## config.mk

```make
export PLATFORM = sky130hd
export DESIGN_NAME = smbus_slave_match
export DESIGN_NICKNAME = d
export VERILOG_FILES = /design/src/smbus_slave_pkg.sv /design/src/clk_low_timer.sv /design/src/smbus_slave_match.sv /design/src/sync_fifo.sv
export SDC_FILE = /design/constraint.sdc
export NUM_CORES = 1
export LEC_CHECK = 0
export ABC_AREA = 1
export BUFFER_PORTS_ARGS = -buffer_cell sky130_fd_sc_hd__buf_2
export CORE_MARGIN = 3
export CORE_UTILIZATION = 60
export DETAILED_ROUTE_END_ITERATION = 10
export HOLD_SLACK_MARGIN = 0.02
export MAX_ROUTING_LAYER = met4
export PLACE_DENSITY_LB_ADDON = 0.08
export SLEW_MARGIN = 20
export SYNTH_ARGS = -nofsm -noshare
export SYNTH_HDL_FRONTEND = slang
export SYNTH_SLANG_ARGS = --single-unit
```

## constraint.sdc

```tcl
create_clock -name I_CORE_CLK -period 5.42 [get_ports I_CORE_CLK]
set_input_delay 1.084 -clock I_CORE_CLK [delete_from_list [all_inputs] [get_ports I_CORE_CLK]]
set_output_delay 1.084 -clock I_CORE_CLK [all_outputs]
set_load 0.01 [all_outputs]
```

## src/smbus_slave_pkg.sv

```systemverilog
/*
 Shared constants and types for the two-wire slave address matcher with
 clock-low timeout. Assumes a 125 MHz core clock.
*/
package smbus_slave_pkg;

    localparam logic [4:0] TEN_BIT_PREFIX      = 5'h1E;
    localparam logic [6:0] GENERAL_CALL_ADDR   = 7'h00;
    localparam logic [6:0] ALERT_RESPONSE_ADDR = 7'h0C;
    localparam logic [3:0] BYTE_BITS           = 4'h8;
    localparam logic [3:0] LAST_TX_BIT         = 4'h7;

    localparam int unsigned CORE_CLK_KHZ           = 125000;
    localparam int unsigned CLK_LOW_TIMEOUT_MS     = 35;
    localparam int unsigned CLK_LOW_TIMEOUT_CYCLES = CLK_LOW_TIMEOUT_MS * CORE_CLK_KHZ;
    localparam int unsigned TO_CNT_W               = 23;
    localparam int unsigned RX_FIFO_DEPTH          = 32;

    localparam logic [1:0] SYNC_RESET = 2'h3;

    typedef struct packed {
        logic [6:0] primary;
        logic [2:0] high;
        logic       ext_en;
        logic       gc_en;
        logic       alert_en;
        logic       second_en;
        logic [6:0] second;
        logic       range_en;
        logic [6:0] range;
    } match_cfg_t;

    typedef struct packed {
        logic       is_addr;
        logic [7:0] data;
    } rx_word_t;

    typedef enum logic [2:0] {
        ST_IDLE,
        ST_RECV,
        ST_STRETCH,
        ST_ACK,
        ST_TX,
        ST_TX_ACK,
        ST_IGNORE
    } slv_state_t;

    typedef enum logic [1:0] {
        KIND_ADDR1,
        KIND_ADDR2,
        KIND_DATA,
        KIND_TX
    } byte_kind_t;

endpackage : smbus_slave_pkg

```

## src/clk_low_timer.sv

```systemverilog
/*
 Measures continuous clock-low time in core clock cycles and pulses once
 when it reaches the limit. Assumes the clock level is already synchronised.
*/
`timescale 1ns/1ps
module clk_low_timer
#(
    parameter int unsigned CNT_W = 23
)
(
    input  wire logic             i_clk,
    input  wire logic             i_rst,
    input  wire logic             i_scl_low,
    input  wire logic [CNT_W-1:0] i_limit,
    output logic                  o_expired
);

    logic [CNT_W-1:0] cnt_r;
    logic             fired_r;

    // Saturating so a stuck line fires exactly once
    always_ff @(posedge i_clk)
    begin
        if (i_rst || !i_scl_low)
        begin
            cnt_r   <= '0;
            fired_r <= 1'b0;
        end
        else if (!fired_r)
        begin
            if (cnt_r == i_limit)
            begin
                fired_r <= 1'b1;
            end
            else
            begin
                cnt_r <= cnt_r + 1'b1;
            end
        end
    end

    assign o_expired = i_scl_low && !fired_r && (cnt_r == i_limit);

endmodule : clk_low_timer

```

## src/smbus_slave_match.sv

```systemverilog
/*
 Two-wire bus slave: 7-bit and 10-bit address recognition, general call,
 alert response, second address and range matching, received bytes queued
 in a FIFO, and clock-low timeout handling. Assumes open-drain pads outside
 driven low while an enable is high, and a 125 MHz core clock.
*/
`timescale 1ns/1ps
module smbus_slave_match
    import smbus_slave_pkg::*;
#(
    parameter int unsigned TIMEOUT_CYC = CLK_LOW_TIMEOUT_CYCLES,
    parameter int unsigned FIFO_DEPTH  = RX_FIFO_DEPTH
)
(
    input  wire logic                I_CORE_CLK,
    input  wire logic                I_RST,
    input  wire logic                I_SCL_IN,
    input  wire logic                I_SDA_IN,
    output logic                     O_SCL_OUT,
    output logic                     O_SCL_OE,
    output logic                     O_SDA_OUT,
    output logic                     O_SDA_OE,
    input  wire match_cfg_t          I_MATCH_CFG,
    input  wire logic [TO_CNT_W-1:0] I_TIMEOUT_LIMIT,
    input  wire logic                I_MASTER_ACTIVE,
    input  wire logic                I_TIMEOUT_FLAG_CLEAR,
    input  wire logic                I_INT_ENABLE,
    input  wire logic [7:0]          I_TX_DATA,
    output logic                     O_TX_TAKEN,
    output logic                     O_RX_VALID,
    input  wire logic                I_RX_READY,
    output rx_word_t                 O_RX_WORD,
    output logic                     O_ADDRESSED_AS_SLAVE_FLAG,
    output logic                     O_SLAVE_TRANSMIT,
    output logic                     O_CLOCK_LOW_TIMEOUT_FLAG,
    output logic                     O_MASTER_STOP_REQ,
    output logic                     O_BYTE_EVENT,
    output logic                     O_IRQ
);

    function automatic logic ten_prefix_hit(input logic [6:0] a, input match_cfg_t c);
        ten_prefix_hit = c.ext_en && (a[6:2] == TEN_BIT_PREFIX)
                         && (a[1:0] == c.high[2:1]);
    endfunction : ten_prefix_hit

    function automatic logic seven_hit(input logic [6:0] a, input match_cfg_t c);
        logic in_range;
        in_range  = c.range_en && (c.range != '0) && (a > c.primary) && (a <= c.range);
        seven_hit = (a == c.primary)
                    || (c.gc_en && (a == GENERAL_CALL_ADDR))
                    || (c.alert_en && (a == ALERT_RESPONSE_ADDR))
                    || (c.second_en && (a == c.second))
                    || in_range;
    endfunction : seven_hit

    logic [1:0]  scl_sync_r;
    logic [1:0]  sda_sync_r;
    logic        scl_q_r;
    logic        sda_q_r;
    logic        scl;
    logic        sda;
    logic        scl_rise;
    logic        scl_fall;
    logic        start_det;
    logic        stop_det;

    slv_state_t  state_r;
    byte_kind_t  kind_r;
    logic [3:0]  bit_cnt_r;
    logic [7:0]  shift_r;
    logic [7:0]  tx_shift_r;
    logic        sda_low_r;
    logic        master_ack_r;
    logic        addressed_r;
    logic        ten_selected_r;
    logic        slave_tx_r;
    logic        timeout_flag_r;
    logic        stop_req_r;
    logic        event_r;

    logic        ack_c;
    logic        ten_write_c;
    byte_kind_t  next_kind_c;
    logic        byte_done;
    logic        decide_go;
    logic        stall;
    logic        load_tx;
    logic        fifo_in_ready;
    logic        timeout_hit;
    logic [TO_CNT_W-1:0] limit_eff;
    rx_word_t    rx_word;

    // Only the second stage of each synchroniser feeds logic
    always_ff @(posedge I_CORE_CLK)
    begin
        if (I_RST)
        begin
            scl_sync_r <= SYNC_RESET;
            sda_sync_r <= SYNC_RESET;
            scl_q_r    <= 1'b1;
            sda_q_r    <= 1'b1;
        end
        else
        begin
            scl_sync_r <= {scl_sync_r[0], I_SCL_IN};
            sda_sync_r <= {sda_sync_r[0], I_SDA_IN};
            scl_q_r    <= scl_sync_r[1];
            sda_q_r    <= sda_sync_r[1];
        end
    end

    assign scl       = scl_sync_r[1];
    assign sda       = sda_sync_r[1];
    assign scl_rise  = scl && !scl_q_r;
    assign scl_fall  = !scl && scl_q_r;
    assign start_det = scl && scl_q_r && !sda && sda_q_r;
    assign stop_det  = scl && scl_q_r && sda && !sda_q_r;

    always_comb
    begin
        ack_c       = 1'b0;
        ten_write_c = 1'b0;
        next_kind_c = KIND_DATA;
        case (kind_r)
            KIND_ADDR1:
            begin
                if (ten_prefix_hit(shift_r[7:1], I_MATCH_CFG))
                begin
                    if (!shift_r[0])
                    begin
                        ack_c       = 1'b1;
                        ten_write_c = 1'b1;
                        next_kind_c = KIND_ADDR2;
                    end
                    else
                    begin
                        ack_c       = ten_selected_r;
                        next_kind_c = KIND_TX;
                    end
                end
                else if (seven_hit(shift_r[7:1], I_MATCH_CFG))
                begin
                    ack_c       = 1'b1;
                    next_kind_c = shift_r[0] ? KIND_TX : KIND_DATA;
                end
            end
            KIND_ADDR2:
            begin
                ack_c = (shift_r == {I_MATCH_CFG.high[0], I_MATCH_CFG.primary});
            end
            KIND_DATA:
            begin
                ack_c = 1'b1;
            end
            default:
            begin
                ack_c = 1'b0;
            end
        endcase
    end

    // Every accepted byte is queued; a full FIFO stretches SCL instead of dropping
    assign byte_done = (state_r == ST_RECV) && scl_fall && (bit_cnt_r == BYTE_BITS);
    assign stall     = byte_done && ack_c && !fifo_in_ready;
    assign decide_go = (byte_done && !(ack_c && !fifo_in_ready))
                       || ((state_r == ST_STRETCH) && fifo_in_ready);
    assign load_tx   = scl_fall && (((state_r == ST_ACK) && (kind_r == KIND_TX))
                       || ((state_r == ST_TX_ACK) && master_ack_r));

    // Address bytes are tagged so software can tell them from data
    assign rx_word.is_addr = (kind_r != KIND_DATA);
    assign rx_word.data    = shift_r;

    always_ff @(posedge I_CORE_CLK)
    begin
        if (I_RST || timeout_hit)
        begin
            state_r   <= ST_IDLE;
            kind_r    <= KIND_ADDR1;
            bit_cnt_r <= '0;
            sda_low_r <= 1'b0;
        end
        else if (stop_det)
        begin
            state_r   <= ST_IDLE;
            sda_low_r <= 1'b0;
        end
        else if (start_det)
        begin
            state_r   <= ST_RECV;
            kind_r    <= KIND_ADDR1;
            bit_cnt_r <= '0;
            sda_low_r <= 1'b0;
        end
        else
        begin
            case (state_r)
                ST_RECV:
                begin
                    if (scl_rise)
                    begin
                        bit_cnt_r <= bit_cnt_r + 1'b1;
                    end
                    if (stall)
                    begin
                        state_r <= ST_STRETCH;
                    end
                end
                ST_ACK:
                begin
                    if (scl_fall)
                    begin
                        sda_low_r <= 1'b0;
                        bit_cnt_r <= '0;
                        state_r   <= ST_RECV;
                    end
                end
                ST_TX:
                begin
                    if (scl_fall)
                    begin
                        if (bit_cnt_r == LAST_TX_BIT)
                        begin
                            sda_low_r <= 1'b0;
                            state_r   <= ST_TX_ACK;
                        end
                        else
                        begin
                            sda_low_r <= !tx_shift_r[6];
                            bit_cnt_r <= bit_cnt_r + 1'b1;
                        end
                    end
                end
                ST_TX_ACK:
                begin
                    if (scl_fall && !master_ack_r)
                    begin
                        state_r <= ST_IGNORE;
                    end
                end
                default:
                begin
                    state_r <= state_r;
                end
            endcase
            if (decide_go)
            begin
                kind_r    <= next_kind_c;
                sda_low_r <= ack_c;
                state_r   <= ack_c ? ST_ACK : ST_IGNORE;
            end
            if (load_tx)
            begin
                sda_low_r <= !I_TX_DATA[7];
                bit_cnt_r <= '0;
                state_r   <= ST_TX;
            end
        end
    end

    always_ff @(posedge I_CORE_CLK)
    begin
        if (I_RST)
        begin
            shift_r      <= '0;
            tx_shift_r   <= '0;
            master_ack_r <= 1'b0;
        end
        else
        begin
            if ((state_r == ST_RECV) && scl_rise)
            begin
                shift_r <= {shift_r[6:0], sda};
            end
            if ((state_r == ST_TX_ACK) && scl_rise)
            begin
                master_ack_r <= !sda;
            end
            if (load_tx)
            begin
                tx_shift_r <= I_TX_DATA;
            end
            else if ((state_r == ST_TX) && scl_fall)
            begin
                tx_shift_r <= {tx_shift_r[6:0], 1'b0};
            end
        end
    end

    // Selection memory survives a repeated START so a 10-bit read can follow
    always_ff @(posedge I_CORE_CLK)
    begin
        if (I_RST || timeout_hit || stop_det)
        begin
            addressed_r    <= 1'b0;
            ten_selected_r <= 1'b0;
            slave_tx_r     <= 1'b0;
        end
        else if (decide_go && (kind_r == KIND_ADDR1))
        begin
            addressed_r    <= ack_c && !ten_write_c;
            ten_selected_r <= ack_c && ten_selected_r && shift_r[0];
            slave_tx_r     <= ack_c && shift_r[0];
        end
        else if (decide_go && (kind_r == KIND_ADDR2))
        begin
            addressed_r    <= ack_c;
            ten_selected_r <= ack_c;
            slave_tx_r     <= 1'b0;
        end
    end

    always_ff @(posedge I_CORE_CLK)
    begin
        if (I_RST)
        begin
            timeout_flag_r <= 1'b0;
            stop_req_r     <= 1'b0;
            event_r        <= 1'b0;
        end
        else
        begin
            // A new timeout beats a clear in the same cycle
            if (timeout_hit)
            begin
                timeout_flag_r <= 1'b1;
            end
            else if (I_TIMEOUT_FLAG_CLEAR)
            begin
                timeout_flag_r <= 1'b0;
            end
            stop_req_r <= timeout_hit && I_MASTER_ACTIVE;
            event_r    <= decide_go && ack_c;
        end
    end

    assign limit_eff = (I_TIMEOUT_LIMIT == '0) ? TIMEOUT_CYC[TO_CNT_W-1:0]
                                               : I_TIMEOUT_LIMIT;

    clk_low_timer #(
        .CNT_W     (TO_CNT_W)
    ) u_timer (
        .i_clk     (I_CORE_CLK),
        .i_rst     (I_RST),
        .i_scl_low (!scl),
        .i_limit   (limit_eff),
        .o_expired (timeout_hit)
    );

    sync_fifo #(
        .WIDTH       ($bits(rx_word_t)),
        .DEPTH       (FIFO_DEPTH)
    ) u_rx_fifo (
        .i_clk       (I_CORE_CLK),
        .i_rst       (I_RST),
        .i_in_valid  (decide_go && ack_c),
        .o_in_ready  (fifo_in_ready),
        .i_in_data   (rx_word),
        .o_out_valid (O_RX_VALID),
        .i_out_ready (I_RX_READY),
        .o_out_data  (O_RX_WORD)
    );

    assign O_SCL_OUT                 = 1'b0;
    assign O_SDA_OUT                 = 1'b0;
    assign O_SCL_OE                  = (state_r == ST_STRETCH);
    assign O_SDA_OE                  = sda_low_r;
    assign O_TX_TAKEN                = load_tx;
    assign O_ADDRESSED_AS_SLAVE_FLAG = addressed_r;
    assign O_SLAVE_TRANSMIT          = slave_tx_r;
    assign O_CLOCK_LOW_TIMEOUT_FLAG  = timeout_flag_r;
    assign O_MASTER_STOP_REQ         = stop_req_r;
    assign O_BYTE_EVENT              = event_r;
    // Interrupt is a combination of the sticky flag and the byte pulse
    assign O_IRQ                     = I_INT_ENABLE && (timeout_flag_r || event_r);

endmodule : smbus_slave_match

```

## src/sync_fifo.sv

```systemverilog
/*
 Synchronous FIFO with valid/ready on both sides. Assumes one clock and a
 synchronous active-high reset.
*/
`timescale 1ns/1ps
module sync_fifo
#(
    parameter int unsigned WIDTH = 9,
    parameter int unsigned DEPTH = 32
)
(
    input  wire logic             i_clk,
    input  wire logic             i_rst,
    input  wire logic             i_in_valid,
    output logic                  o_in_ready,
    input  wire logic [WIDTH-1:0] i_in_data,
    output logic                  o_out_valid,
    input  wire logic             i_out_ready,
    output logic [WIDTH-1:0]      o_out_data
);

    localparam int unsigned PW = $clog2(DEPTH);

    logic [WIDTH-1:0] mem [DEPTH];
    logic [PW-1:0]    wr_r;
    logic [PW-1:0]    rd_r;
    logic [PW:0]      cnt_r;
    logic             push;
    logic             pop;

    assign o_in_ready  = (cnt_r != DEPTH[PW:0]);
    assign o_out_valid = (cnt_r != '0);
    assign push        = i_in_valid && o_in_ready;
    assign pop         = o_out_valid && i_out_ready;
    assign o_out_data  = mem[rd_r];

    always_ff @(posedge i_clk)
    begin
        if (push)
        begin
            mem[wr_r] <= i_in_data;
        end
    end

    always_ff @(posedge i_clk)
    begin
        if (i_rst)
        begin
            wr_r  <= '0;
            rd_r  <= '0;
            cnt_r <= '0;
        end
        else
        begin
            if (push)
            begin
                wr_r <= (wr_r == PW'(DEPTH - 1)) ? '0 : wr_r + 1'b1;
            end
            if (pop)
            begin
                rd_r <= (rd_r == PW'(DEPTH - 1)) ? '0 : rd_r + 1'b1;
            end
            if (push && !pop)
            begin
                cnt_r <= cnt_r + 1'b1;
            end
            else if (pop && !push)
            begin
                cnt_r <= cnt_r - 1'b1;
            end
        end
    end

endmodule : sync_fifo

```

==> results of run 1 <==
stage by stage:
step / util / hold WS (ps) / total power [uW] / area, sq um
after CTS: 0.687 / 407 / 7270 / 18700
after global placement: 0.643 / 392 / 4800 / 17500
after global routing: 0.687 / 432 / 7600 / 18700
final: 0.687 / 407 / 7250 / 18700
after floorplan: - / 389 / 4320 / 16700
after detailed placement: 0.643 / 393 / 4830 / 17500
area by class of cell:
class | count | area [sq um]
fill | 2101 | 8510
clock buffer | 52 | 1070
inverter | 126 | 475
clock inverter | 18 | 113
multi-input combinational | 1107 | 5620
sequential | 371 | 10300
timing repair buffer | 107 | 613
tap | 372 | 465
power breakdown:
part           total [uW]  internal (uW)  leakage [uW]  switching [uW]
clock                2460           1390      0.000582            1070
sequential           3200           3130       0.00323            74.2
combinational        1590            519       0.00292            1070
total                7250           5040       0.00673            2220
layer usage:
layer,GRT usage,vias up
li1,-,6014
met5,-,-
met4,0.0716,0
met1,0.375,5921
met3,0.0380,56
met2,0.453,517
cell usage in the layout, fill, tap and decap left out, types with 3 or more instances in the layout:
cell,instances
nor3_1,22
clkbuf_1,10
nor4_1,7
buf_4,19
clkinv_2,8
xor2_1,32
nor2_1,316
a21oi_2,3
xnor2_1,11
clkbuf_16,40
nand4_1,16
or2_2,9
o221ai_1,46
nand2_2,3
nand3_1,66
a32oi_1,6
inv_2,4
a21oi_1,58
dfxtp_1,81
o21ai_0,191
ha_1,29
o22ai_1,28
clkinv_1,7
edfxtp_1,288
inv_1,120
nand2_1,226
a31oi_1,15
buf_2,86
registers in the layout, indices dropped and copies added (netlist names), 2 cells and up, named ones only:
name	cells
kind_r	2
u_rx_fifo.rd_r	5
u_rx_fifo.mem	288
shift_r	8
scl_sync_r	2
u_rx_fifo.cnt_r	6
state_r	3
tx_shift_r	7
u_timer.cnt_r	23
u_rx_fifo.wr_r	5
bit_cnt_r	4
sda_sync_r	2
critical path, delay by kind of cell (launching register included):
| family | cells | cell delay (ps) |
|---|---|---|
| and+or+nand+nor | 11 | 1000 |
| AOI/OAI and AO/OA | 8 | 1020 |
| DFF | 1 | 870 |
| buffers and inverters | 3 | 240 |
| adders and majority gates | 3 | 1060 |
cell families (layout without fill, tap and decap cells):
family | Yosys count | in the layout | synth area share
flip-flops | 371 | 371 | 0.616
adder cells (fa/ha/maj) | 30 | 30 | 0.0229
other | 1 | 2 | 0.000224
buffers and inverters | 202 | 303 | 0.0483
AND/OR/NAND/NOR | 676 | 676 | 0.167
AO/OA/AOI/OAI | 356 | 356 | 0.123
XOR/XNOR | 43 | 43 | 0.0225
path summary, 6_finish.rpt:
path	startpoint	endpoint	slack (ps)	cells after the start
max	shift_r[3]	u_rx_fifo.cnt_r[5]	1110	25
min	sda_sync_r[0]	sda_sync_r[1]	410	1
max reg2reg	shift_r[3]	u_rx_fifo.cnt_r[5]	1110	25
min reg2reg	sda_sync_r[0]	sda_sync_r[1]	410	1
==> results.py, run 1 <==
metrics = {
    "die": {
        "rows": 60,
        "die_w_microns": 173,
        "coreArea_sq_um": 27200,
        "die_area_sq_um": 29900,
        "initial_core_util": 0.616,
        "pin_count": 89,
        "dieHeight_microns": 173,
    },
    "grt": {
        "gr-total-overflow": 0,
        "grtUsageTotal": 0.278,
        "grt_max_degree": 73,
        "grt_first_pass_wirelength_mm": 65.0,
        "grt_pass1_vias": 12000,
        "antenna_found_initial": 0,
    },
    "job": {
        "cap_viol_max_count": 0,
    },
    "finish": {
        "final_cells": 2153,
        "area_growth_pct": 11.6,
        "drive_gt1_frac": 0.106,
        "nets": 1849,
        "diodes": 0,
    },
    "clocking": {
        "post_cts_resized": 0,
        "numClockSinks": 371,
        "clock_path_buffers": 3,
        "htree_levels": 2,
        "hold_buffers": 0,
        "clock-root-buffer": "clkbuf_16",
        "clock_latency_ps": 530,
        "post_cts_buffers": 0,
        "cts_made_buffers": 38,
        "cts_tree": "done",
        "path_clk_slew_ps": 60,
    },
    "timing": {
        "max_freq_mhz": 232,
        "slew_headroom": 0.323,
        "worstMarginPinSlew_ps": 1010,
        "tns_ps": 0,
        "hold_violations": 0,
        "setup_violations": 0,
        "fin_ws_ps": 1110,
        "finalCritPeriodShare": 0.795,
        "period_needed_ps": 4310,
        "drv_slew": 0,
        "grt_setup_unrepaired": "no",
        "skew_ps": 25.7,
    },
    "synthesis": {
        "ys_ff_latch": 371,
        "syn_area_per_cell_sq_um": 9.97,
        "synth_most_common_cell": "nor2_1",
        "yosysTopAreaCellShare": 0.517,
        "synth_top_area_cell": "edfxtp_1",
        "synth.area.top_cells": "edfxtp_1 52%, dfxtp_1 9.9%, nor2_1 7.1%, o21ai_0 5.7%, nand2_1 5.1%",
        "seq_area_frac_synth": 0.616,
        "netlist_area_sq_um": 16700,
        "synth_edf_count": 288,
        "yosys_warnings": 0,
        "ys_top_cells_by_count": "316 x nor2_1, 288 x edfxtp_1, 226 x nand2_1",
        "async_flop_share": 0,
        "synth_flop_cell": "edfxtp_1",
        "syn_inst": 1679,
        "synth_cell_types": 46,
    },
    "setup_path": {
        "arrival_ps": 4710,
        "criticalPathCategory": "flop to flop",
        "critPathMaxFanout": 21,
        "worst_setup_path_start_kind": "flop",
        "worstPathRequired_ps": 5830,
        "cpMostUsedCell": "nand2_1",
        "cp_slowest_cell": "dfxtp_1",
        "max_stage_delay_ps": 870,
        "cp-end-kind": "flop",
    },
    "route": {
        "antenna_left": 0,
        "dr.max_layer_used": "met4",
        "wl_met2_mm": 19.7,
        "wirelength_mm": 40.8,
        "dr_wl_met3_mm": 3.01,
        "drc": 0,
        "first_iter_violations": 1200,
        "wl_per_cell_microns": 19.0,
        "viasPerCell": 5.81,
        "vias": 12500,
        "wl_met1_mm": 17.4,
        "first_pass_iters": 8,
    },
    "pwr": {
        "leakage_uw": 0.00673,
        "peakVddDrop_mv": 0.262,
        "power.density_nw_per_um2": 389,
    },
    "status": {
        "outcome": "complete, no violations",
    },
    "placed_design": {
        "io_buffers": 86,
        "gp_congestion": 0.917,
        "dp_hpwl_mm": 25.7,
        "place_inst": 2083,
        "dp_slack_ps": 844,
    },
    "min_path": {
        "hp-class": "flop to flop",
    },
}
No activity file was read; power rests on OpenSTA's default activity.
==> run 2, diff against run 1 <==
==> constraint.sdc (replaced) <==
create_clock -name I_CORE_CLK -period 4.1 [get_ports I_CORE_CLK]
set_input_delay 0.82 -clock I_CORE_CLK [delete_from_list [all_inputs] [get_ports I_CORE_CLK]]
set_output_delay 0.82 -clock I_CORE_CLK [all_outputs]
set_load 0.01 [all_outputs]
==> run 2 against run 1 <==
Against the previous run:
- final cell count grew 1.9%
- highest routed layer unchanged
- critical endpoint is now O_RX_WORD[4]
- core utilization is 1.8 points higher
- global-route usage increased by 0.050 points
==> results.py, run 2 (same netlist as run 1, synthesis figures left out) <==
metrics = {
    "die": {
        "die_w_microns": 173,
        "initial_core_util": 0.616,
        "pin_count": 89,
        "rows": 60,
        "dieHeight_microns": 173,
        "coreArea_sq_um": 27200,
        "die_area_sq_um": 29900,
    },
    "timing": {
        "worstMarginPinSlew_ps": 779,
        "setup_violations": 0,
        "skew_ps": 24.7,
        "slew_headroom": 0.477,
        "period_needed_ps": 3700,
        "max_freq_mhz": 270,
        "finalCritPeriodShare": 0.903,
        "grt_setup_unrepaired": "no",
        "drv_slew": 0,
        "hold_violations": 0,
        "tns_ps": 0,
    },
    "grt": {
        "gr-max-usage-layer": "met2",
        "grtUsageTotal": 0.279,
        "grt_pass1_vias": 12000,
        "antenna_found_initial": 0,
        "grt_use_met1": 0.372,
        "grt_use_met2": 0.461,
        "met3_usage": 0.0334,
        "gr-total-overflow": 0,
        "grt_max_degree": 73,
        "grt_first_pass_wirelength_mm": 64.8,
    },
    "placed_design": {
        "gp_congestion": 0.921,
        "place_area_sq_um": 17800,
        "io_buffers": 86,
        "dp_hpwl_mm": 26.2,
    },
    "route": {
        "drc": 0,
        "first_iter_violations": 1344,
        "vias": 12600,
        "wl_per_cell_microns": 18.7,
        "viasPerCell": 5.76,
        "first_pass_iters": 5,
        "antenna_left": 0,
        "wirelength_mm": 41.1,
    },
    "clocking": {
        "clock-root-buffer": "clkbuf_16",
        "htree_levels": 2,
        "cts_tree": "done",
        "cts_made_buffers": 38,
        "post_cts_resized": 0,
        "clock_path_buffers": 3,
        "hold_buffers": 0,
        "post_cts_buffers": 0,
        "clock_latency_ps": 540,
        "numClockSinks": 371,
        "path_clk_slew_ps": 60,
    },
    "finish": {
        "layout_commonest_cell": "nor2_1",
        "final_cell_mix": "316 x nor2_1, 288 x edfxtp_1, 226 x nand2_1, 191 x o21ai_0, 120 x inv_1",
        "regMostFlops": "u_rx_fifo.mem",
        "nets": 1889,
        "diodes": 0,
        "largest_register_ffs": 288,
        "fillers": 2058,
        "reg_top3": "u_rx_fifo.mem (288), u_timer.cnt_r (23), shift_r (8)",
        "area_growth_pct": 14.4,
        "finish.instance_area_sq_um": 19100,
        "drive_gt1_frac": 0.129,
    },
    "setup_path": {
        "arrival_ps": 2880,
        "reg2reg_slack_ps": 400,
        "critPathMaxFanout": 60,
        "reg2reg_depth": 22,
        "criticalPathCategory": "flop to output pin",
        "cp-end-kind": "output pin",
        "worstPathRequired_ps": 3280,
        "r2r-end": "u_rx_fifo.cnt_r[5]",
        "reg2reg_from": "shift_r[2]",
        "worst_setup_path_start_kind": "flop",
    },
    "pwr": {
        "finalPower_uw": 10100,
        "leakage_uw": 0.00702,
        "peakVddDrop_mv": 0.356,
        "power.density_nw_per_um2": 526,
    },
    "job": {
        "cap_viol_max_count": 0,
    },
    "min_path": {
        "hold-path-cell-count": 1,
        "hp-start": "scl_sync_r[0]",
        "hold_path_end": "scl_sync_r[1]",
        "hp-class": "flop to flop",
    },
    "status": {
        "outcome": "complete, no violations",
    },
}
==> run 2: stage by stage <==
| step | instances | utilization | hold slack [ps] | setup WS [ps] |
|---|---|---|---|---|
| final | 2193 | 0.705 | 409 | 398 |
| after CTS | 2193 | 0.705 | 409 | 357 |
| after global placement | 2123 | 0.655 | 392 | 219 |
| after global routing | 2193 | 0.705 | 427 | 79.4 |
| after floorplan | 1680 | - | 389 | 313 |
| after detailed placement | 2123 | 0.655 | 394 | 22.7 |
==> run 2: critical path, cell delays in order (launching register included) <==
cell	delay [ps]
dfxtp_4	450
inv_4	440
buf_12	330
o21ai_0	110
o221ai_1	200
nand3_1	130
o21ai_0	180
nor2_1	80
a31oi_1	230
buf_2	180
==> run 2: final cells by class <==
class	count	area, sq um	area share
clock buffers	52	1060	0.0556
multi-input cells	1107	5620	0.293
well taps	372	465	0.0243
flip-flops and latches	371	10300	0.539
inverters	126	475	0.0248
repair buffers	147	913	0.0477
clock inverters	18	295	0.0154
==> run 2: worst max-delay path by stage <==
stage,slack (ps),depth (start not counted),endpoint
2_1_floorplan,310,25,u_rx_fifo.cnt_r[5]
3_3_place_gp,220,26,u_rx_fifo.cnt_r[5]
3_5_place_dp,20,26,u_rx_fifo.cnt_r[5]
4_1_cts,360,9,O_RX_WORD[4]
5_1_grt,80,22,u_rx_fifo.cnt_r[5]
6_report,400,9,O_RX_WORD[4]
==> run 2: power breakdown <==
part           switching, uW  total (uW)  internal (uW)
clock                   1430        3700           2280
combinational           1410        2110            703
sequential               118        4250           4130
==> run 2: per-layer routing <==
metal	vias up	wire length, microns
li1	6094	-
met1	5982	17400
met2	481	20200
met3	68	2670
met4	0	813
met5	-	0
